### src/shared/bbiow_pkg.sv
package bbiow_pkg;
  localparam logic [7:0] BBIOW_OFS_UPPER_BASE = 8'h14;
  localparam logic [7:0] BBIOW_OFS_BUS_NUM = 8'h18;
  localparam logic [7:0] BBIOW_OFS_IO_WIN = 8'h1C;
  localparam logic [1:0] BBIOW_TYPE_32 = 2'h0;
  localparam logic [1:0] BBIOW_TYPE_64 = 2'h2;
  localparam logic [31:0] BBIOW_UPPER_BASE_RST = 32'h00000000;
  localparam logic [7:0] BBIOW_BUS_RST = 8'h00;
  localparam logic [3:0] BBIOW_IO_NIB_RST = 4'h0;
  localparam logic [3:0] BBIOW_IO_32_IND = 4'h1;
  localparam logic [11:0] BBIOW_IO_LOW_BOTTOM = 12'h000;
  localparam logic [11:0] BBIOW_IO_LOW_TOP = 12'hFFF;
  localparam int BBIOW_PRI_LSB = 0;
  localparam int BBIOW_SEC_LSB = 8;
  localparam int BBIOW_SUB_LSB = 16;
  localparam int BBIOW_IOB_LSB = 4;
  localparam int BBIOW_IOL_LSB = 12;
endpackage : bbiow_pkg

### src/hw/bbiow_regs.sv
`timescale 1ns/1ps
module bbiow_regs (
  input wire logic REF_CLK_IN,
  input wire logic RST_B_IN,
  input wire logic CFG_WR_IN,
  input wire logic CFG_RD_IN,
  input wire logic [7:0] CFG_ADDR_IN,
  input wire logic [31:0] CFG_WDATA_IN,
  input wire logic [3:0] CFG_BE_IN,
  input wire logic [1:0] BAR_TYPE_IN,
  input wire logic PRELOAD_IN,
  input wire logic [7:0] PRELOAD_ADDR_IN,
  input wire logic [31:0] PRELOAD_DATA_IN,
  input wire logic [15:0] IO_UPPER_BASE_IN,
  input wire logic [15:0] IO_UPPER_LIMIT_IN,
  input wire logic IO_REQ_IN,
  input wire logic [31:0] IO_ADDR_IN,
  output logic [31:0] CFG_RDATA_OUT,
  output logic CFG_RVALID_OUT,
  output logic [31:0] UPPER_BASE_OUT,
  output logic [7:0] PRI_BUS_OUT,
  output logic [7:0] SEC_BUS_OUT,
  output logic [7:0] SUB_BUS_OUT,
  output logic [31:0] IO_BOTTOM_OUT,
  output logic [31:0] IO_TOP_OUT,
  output logic IO_FWD_OUT
);
  import bbiow_pkg::*;

  // ************************************************
  // write port selection
  // ************************************************
  logic [31:0] wd;
  logic [3:0] be;
  logic [7:0] wa;
  logic we;
  logic type_64;
  logic sel_upper;
  logic sel_bus;
  logic sel_io;

  always_comb begin
    // preload has priority over a config write in the same cycle
    we = PRELOAD_IN | CFG_WR_IN;
    wa = PRELOAD_IN ? PRELOAD_ADDR_IN : CFG_ADDR_IN;
    wd = PRELOAD_IN ? PRELOAD_DATA_IN : CFG_WDATA_IN;
    be = PRELOAD_IN ? 4'hF : CFG_BE_IN;
    type_64 = BAR_TYPE_IN == BBIOW_TYPE_64;
    sel_upper = we && wa == BBIOW_OFS_UPPER_BASE && type_64;
    sel_bus = we && wa == BBIOW_OFS_BUS_NUM;
    sel_io = we && wa == BBIOW_OFS_IO_WIN;
  end

  // ************************************************
  // upper base address register
  // ************************************************
  logic [31:0] upper_base_r;
  logic [31:0] upper_base_nxt;

  always_comb begin
    upper_base_nxt = upper_base_r;
    for (int i = 0; i < 4; i++) begin
      if (sel_upper && be[i]) begin
        upper_base_nxt[i*8 +: 8] = wd[i*8 +: 8];
      end
    end
  end

  always_ff @(posedge REF_CLK_IN) begin
    if (!RST_B_IN) begin
      upper_base_r <= BBIOW_UPPER_BASE_RST;
    end else begin
      upper_base_r <= upper_base_nxt;
    end
  end

  // ************************************************
  // bus number registers
  // ************************************************
  logic [7:0] pri_r;
  logic [7:0] pri_nxt;
  logic [7:0] sec_r;
  logic [7:0] sec_nxt;
  logic [7:0] sub_r;
  logic [7:0] sub_nxt;

  always_comb begin
    // numbers come from software; the block only stores them
    pri_nxt = pri_r;
    sec_nxt = sec_r;
    sub_nxt = sub_r;
    if (sel_bus && be[0]) begin
      pri_nxt = wd[BBIOW_PRI_LSB +: 8];
    end
    if (sel_bus && be[1]) begin
      sec_nxt = wd[BBIOW_SEC_LSB +: 8];
    end
    if (sel_bus && be[2]) begin
      sub_nxt = wd[BBIOW_SUB_LSB +: 8];
    end
    // byte 3 is the reserved latency timer, writes dropped
  end

  always_ff @(posedge REF_CLK_IN) begin
    if (!RST_B_IN) begin
      pri_r <= BBIOW_BUS_RST;
      sec_r <= BBIOW_BUS_RST;
      sub_r <= BBIOW_BUS_RST;
    end else begin
      pri_r <= pri_nxt;
      sec_r <= sec_nxt;
      sub_r <= sub_nxt;
    end
  end

  // ************************************************
  // io base and limit nibbles
  // ************************************************
  logic [3:0] iob_r;
  logic [3:0] iob_nxt;
  logic [3:0] iol_r;
  logic [3:0] iol_nxt;

  always_comb begin
    iob_nxt = iob_r;
    iol_nxt = iol_r;
    if (sel_io && be[0]) begin
      iob_nxt = wd[BBIOW_IOB_LSB +: 4];
    end
    if (sel_io && be[1]) begin
      iol_nxt = wd[BBIOW_IOL_LSB +: 4];
    end
  end

  always_ff @(posedge REF_CLK_IN) begin
    if (!RST_B_IN) begin
      iob_r <= BBIOW_IO_NIB_RST;
      iol_r <= BBIOW_IO_NIB_RST;
    end else begin
      iob_r <= iob_nxt;
      iol_r <= iol_nxt;
    end
  end

  // ************************************************
  // read path
  // ************************************************
  logic [31:0] rdata_r;
  logic [31:0] rdata_nxt;
  logic rvalid_r;
  logic rvalid_nxt;

  always_comb begin
    rvalid_nxt = CFG_RD_IN;
    // data bus idles at zero between reads
    rdata_nxt = 32'h00000000;
    if (CFG_RD_IN) begin
      case (CFG_ADDR_IN)
        BBIOW_OFS_UPPER_BASE: begin
          rdata_nxt = upper_base_r;
        end
        BBIOW_OFS_BUS_NUM: begin
          rdata_nxt = {8'h00, sub_r, sec_r, pri_r};
        end
        BBIOW_OFS_IO_WIN: begin
          rdata_nxt = {16'h0000, iol_r, BBIOW_IO_32_IND, iob_r, BBIOW_IO_32_IND};
        end
        default: begin
          rdata_nxt = 32'h00000000;
        end
      endcase
    end
  end

  always_ff @(posedge REF_CLK_IN) begin
    if (!RST_B_IN) begin
      rdata_r <= 32'h00000000;
      rvalid_r <= 1'b0;
    end else begin
      rdata_r <= rdata_nxt;
      rvalid_r <= rvalid_nxt;
    end
  end

  // ************************************************
  // io window and forwarding decision
  // ************************************************
  logic [31:0] bot_r;
  logic [31:0] bot_nxt;
  logic [31:0] top_r;
  logic [31:0] top_nxt;
  logic fwd_r;
  logic fwd_nxt;
  logic hit_lo;
  logic hit_hi;

  always_comb begin
    // upper halves come from the separate upper registers outside
    bot_nxt = {IO_UPPER_BASE_IN, iob_r, BBIOW_IO_LOW_BOTTOM};
    top_nxt = {IO_UPPER_LIMIT_IN, iol_r, BBIOW_IO_LOW_TOP};
    // both ends inclusive; bottom above top gives an empty window
    hit_lo = IO_ADDR_IN >= bot_r;
    hit_hi = IO_ADDR_IN <= top_r;
    fwd_nxt = IO_REQ_IN && hit_lo && hit_hi;
  end

  always_ff @(posedge REF_CLK_IN) begin
    if (!RST_B_IN) begin
      bot_r <= 32'h00000000;
      top_r <= 32'h00000000;
      fwd_r <= 1'b0;
    end else begin
      bot_r <= bot_nxt;
      top_r <= top_nxt;
      fwd_r <= fwd_nxt;
    end
  end

  // ************************************************
  // outputs, all straight from flip-flops
  // ************************************************
  assign CFG_RDATA_OUT = rdata_r;
  assign CFG_RVALID_OUT = rvalid_r;
  assign UPPER_BASE_OUT = upper_base_r;
  assign PRI_BUS_OUT = pri_r;
  assign SEC_BUS_OUT = sec_r;
  assign SUB_BUS_OUT = sub_r;
  assign IO_BOTTOM_OUT = bot_r;
  assign IO_TOP_OUT = top_r;
  assign IO_FWD_OUT = fwd_r;
endmodule : bbiow_regs

### config.mk
export PLATFORM = sky130hd
export DESIGN_NAME = bbiow_regs
export DESIGN_NICKNAME = d
export VERILOG_FILES = /design/src/shared/bbiow_pkg.sv /design/src/hw/bbiow_regs.sv
export SDC_FILE = /design/constraint.sdc
export NUM_CORES = 1
export LEC_CHECK = 0
export ABC_CLOCK_PERIOD_IN_PS = 3500
export BUFFER_PORTS_ARGS = -buffer_cell sky130_fd_sc_hd__buf_2
export CORE_MARGIN = 1
export CORE_UTILIZATION = 45
export DETAILED_ROUTE_END_ITERATION = 16
export MAX_ROUTING_LAYER = met4
export PLACE_DENSITY = 0.77
export REMOVE_ABC_BUFFERS = 1
export SLEW_MARGIN = 20
export SYNTH_ARGS = -nofsm -noshare
export SYNTH_HDL_FRONTEND = slang
export SYNTH_SLANG_ARGS = --single-unit
### constraint.sdc
create_clock -name REF_CLK_IN -period 3.5 [get_ports REF_CLK_IN]
set_clock_uncertainty 0.05 [all_clocks]
set_input_delay 0.175 -clock REF_CLK_IN [delete_from_list [all_inputs] [get_ports REF_CLK_IN]]
set_output_delay 0.175 -clock REF_CLK_IN [all_outputs]
set_load 0.01 [all_outputs]
; Word-level counts from Yosys, hierarchy flattened
; Index checks and enable logic that the tools add are counted.
[word_totals]
register_bits = 162
in_bits = 156
out_inout_bits = 154
wordCells = 47
[classes]
order_cmp = 2
eq_ne = 7
muxes = 5
n_bitwise = 1
n_reduce_logical = 16
[ops]
columns = operator, count
row1 = one-hot mux 32 bit (3 select lines), 1
row2 = equality test 8 x 5 -> 1 bit (second input constant), 6
row3 = >= comparator 32 bit, 1
row4 = <= comparator 32 bit, 1
row5 = 2-to-1 mux 32 bit, 1
row6 = logical AND 1 bit, 15
row7 = 2-to-1 mux 12 bit, 1
row8 = 2-to-1 mux 8 bit, 1
row9 = 2-to-1 mux 4 bit, 1
row10 = equality test 2 bit (second input constant), 1
row11 = AND reduction 2 bit, 1
row12 = OR 1 bit, 1

; Longest topological paths before layout
[depth]
depth_word = 5
ltp_mapped = 8
mapped_depth_nobuf = 7

; Worst setup path before layout
; Ideal clock, no wire load.
[synth_timing]
path_type = register to register
startpoint = register top_r[10] (netlist: IO_TOP_OUT[10])
endpoint = register fwd_r (netlist: IO_FWD_OUT)
setup_time_ps = 131
arrival_ps = 2002
required_time_ps = 3319
path_slack_ps = 1317
stages_incl_launch_ff = 8
path_buffers = 0
period_less_slack_ps = 2183
cell_sequence = dfxtp_1 > inv_1 > ha_1 > nand4_1 > nor4_1 > o21ai_0 > a31oi_1 > a221oi_1
[synth_via]
elab_chain_cells = 2
[synth_lines]
columns = item, line
row1 = start: declaration, bbiow_regs.sv:190  ; logic [31:0] top_r;
row2 = start signal: assignment, bbiow_regs.sv:214  ; top_r <= top_nxt;
row3 = <= comparator 32 bit, bbiow_regs.sv:203  ; hit_hi = IO_ADDR_IN <= top_r;
row4 = logical AND 1 bit, bbiow_regs.sv:204  ; fwd_nxt = IO_REQ_IN && hit_lo && hit_hi;
row5 = end signal: assignment, bbiow_regs.sv:215  ; fwd_r <= fwd_nxt;
row6 = end: declaration, bbiow_regs.sv:192  ; logic fwd_r;
; Every way passes these cells.
; A chain may end at the register's enable or synchronous reset.

; Worst setup path in the final report
; Ends and elaborated chain as after synthesis.

==> results_dict.tcl <==
set metrics [dict create \
    rsz0062_at_grt "false" \
    worstPathArrival_ns 2.62 \
    syn2layout_area_growth_pct 35.2 \
    power.density_nw_per_um2 426 \
    synth_area_leader_cell "dfxtp_1" \
    synth-edff-count 0 \
    cts_root_buf "clkbuf_16" \
    synth_ff_type "dfxtp_1" \
    core_area_um2 14600 \
    hp-class "input port to flip-flop" \
    ios 310 \
    cp-start-kind "flip-flop" \
    drive_above_1_share_pct 36.3 \
    fp.dieW_um 125 \
    routabilityCongestion 0.854 \
    ir_drop_mv 0.359 \
    relSlewSlack_pct 36.2 \
    async_flop_share_pct 0 \
    ys_top_cells_by_count "139 x dfxtp_1, 77 x nand2_1, 52 x ha_1" \
    fin_tns_setup_ns 0 \
    period_minus_slack_ns 2.38 \
    grt_use_total_pct 25.9 \
    cts.sinks 139 \
    drtIter0Drc 260 \
    drv_cap 0 \
    regArea_um2 2780 \
    cp_max_fo 14 \
    nNetsFinal 1197 \
    netlist.area_leader.share_pct 41.2 \
    leakage_nw 4.92 \
    synth-seq-cells 139 \
    wl_per_cell_um 16.5 \
    fin_cells 1188 \
    clk_pin_slew_ns 0.06 \
    cts_tree "yes" \
    worstSetupEndpointType "flip-flop" \
    cts_htree_levels 4 \
    cts_max_path_buffers 2 \
    initial_utilization_pct 46.3 \
    fmax_mhz 420 \
    yosys_warnings 0 \
    grt_first_pass_wirelength_um 30400 \
    synth_cell_types 51 \
    drtPass1Iterations 4 \
    grt_max_degree 75 \
    wirelength_um 19600 \
    setup_viol 0 \
    dp_hpwl_um 14400 \
    clock_latency_ns 0.42 \
    grt_antenna_before_repair 1 \
    vias 6059 \
    cts_resized 0 \
    ant_nets 0 \
    finalHoldViolations 0 \
    placed_cells 1122 \
    final.fill_count 1230 \
    die_y_um 125 \
    grt_pass1_vias 5977 \
    synth_area_per_cell_um2 9.91 \
    required_ns 3.74 \
    yosysSeqAreaShare_pct 41.2 \
    drc 0 \
    io_buffers 297 \
    drv_slew 0 \
    viasPerCell 5.10 \
    multiInputGateArea_um2 3480 \
    worstSetupPathType "flip-flop to flip-flop" \
    row_count 44 \
    fin_crit_sh_pct 68.0 \
    dieArea_um2 15500 \
    synth.area.top_cells "dfxtp_1 41%, ha_1 9.6%, mux2i_1 7.1%, o211a_1 6.2%, nand2_1 4.3%" \
    synth.most_common_cell "dfxtp_1" \
    syn-instance-count 682 \
    worst_slew_pin_slew_ns 0.956 \
    status "complete, no violations" \
    numCtsBuffers 17 \
    netlist_area_um2 6760 \
    gr-total-overflow 0 \
]
[cells in the final DEF (no fill, tap or decap), types with 4 or more instances in the layout]
cell,Yosys,layout
buf_2,8,296
dfxtp_1,139,139
nand2_1,77,77
ha_1,52,52
inv_1,50,50
mux2i_1,48,48
o211a_1,42,42
nor2_1,33,33
and2_1,32,32
dlygate4sd3_1,0,32
a22oi_1,22,22
a21oi_1,19,19
clkbuf_16,0,17
mux2_2,15,15
nor2b_1,12,12
conb_1,1,12
nand4_1,11,11
and3_1,9,9
o21ai_0,8,8
buf_4,25,8
a21o_1,6,6
nand3_1,5,5
a2111oi_4,4,4
[final timing paths]
| kind | startpoint | endpoint | slack (ns) | cells after the start |
|---|---|---|---|---|
| worst min register to register | iob_r[1] | IO_BOTTOM_OUT[13] | 0.40 | 2 |
| worst max-delay path | IO_TOP_OUT[10] | IO_FWD_OUT | 1.12 | 7 |
| worst min-delay path | CFG_WDATA_IN[25] | UPPER_BASE_OUT[25] | 0.04 | 4 |
| worst max register to register | IO_TOP_OUT[10] | IO_FWD_OUT | 1.12 | 7 |
[where the power goes]
part / internal, W / switching, W
combinational: 0.000210 / 0.000225
sequential: 0.00161 / 0.0000132
clock: 0.00113 / 0.000714
[layer usage]
metal / wire length [µm] / share of wire [%] / vias to the layer above / GRT usage [%]
li1: - / - / 2966 / -
met3: 1300 / 6.7 / 29 / 6.36
met5: 0 / 0 / - / -
met4: 400 / 2.0 / 0 / 9.71
met2: 10100 / 51 / 259 / 45.7
met1: 7820 / 40 / 2805 / 27.9
[repair_timing]
| item | 4_1_cts | 5_1_grt |
|---|---|---|
| hold endpoints to repair | 32 | 0 |
| hold buffers | 32 | 0 |
| setup endpoints to repair | 0 | 0 |
| buffers inserted | 0 | 0 |
[final cells by class]
| cell class | count | area share, % |
|---|---|---|
| multi-input cells | 445 | 38.0 |
| inverters | 50 | 2.05 |
| diodes | 2 | 0.0547 |
| flip-flops and latches | 139 | 30.4 |
| repair buffers | 336 | 20.4 |
| clock inverters | 12 | 1.78 |
| well taps | 184 | 2.52 |
| clock buffers | 20 | 4.78 |
[state kept, by name (all words and copies together) (netlist names)]
signal and cells:
IO_BOTTOM_OUT 20, iol_r 4, SUB_BUS_OUT 8, SEC_BUS_OUT 8, iob_r 4, PRI_BUS_OUT 8
IO_TOP_OUT 21, CFG_RVALID_OUT 1, CFG_RDATA_OUT 32, UPPER_BASE_OUT 32, IO_FWD_OUT 1
[logic make-up after synthesis]
family          count (synthesis)  share of synthesized area, %
compound gates                119                          15.5
simple gates                  197                          15.3
flops                         139                          41.2
buf+inv                       109                          8.03
fa+ha+maj                      52                          9.62
mux                            65                          10.3
other cells                     1                        0.0555
[stage by stage]
step	utilization (%)	total power (W)	cell area [µm²]	hold slack, ns	setup slack, ns
after floorplan	-	0.00185	6450	0.153	0.578
after global placement	56.3	0.00205	8220	0.331	0.990
after detailed placement	56.3	0.00205	8220	0.335	0.928
after CTS	62.6	0.00392	9140	0.0267	1.13
after global routing	62.7	0.00404	9140	0.0385	0.846
final	62.7	0.00390	9140	0.0401	1.12
[worst max-delay path, cell delays in order, from the launching register on]
cell and delay [ns]:
dfxtp_1 0.51, inv_1 0.27, ha_1 0.39, nand4_1 0.13, nor4_1 0.43, o21ai_0 0.15, a31oi_1 0.25, a221oi_1 0.08
(Power assumes the default switching activity.)
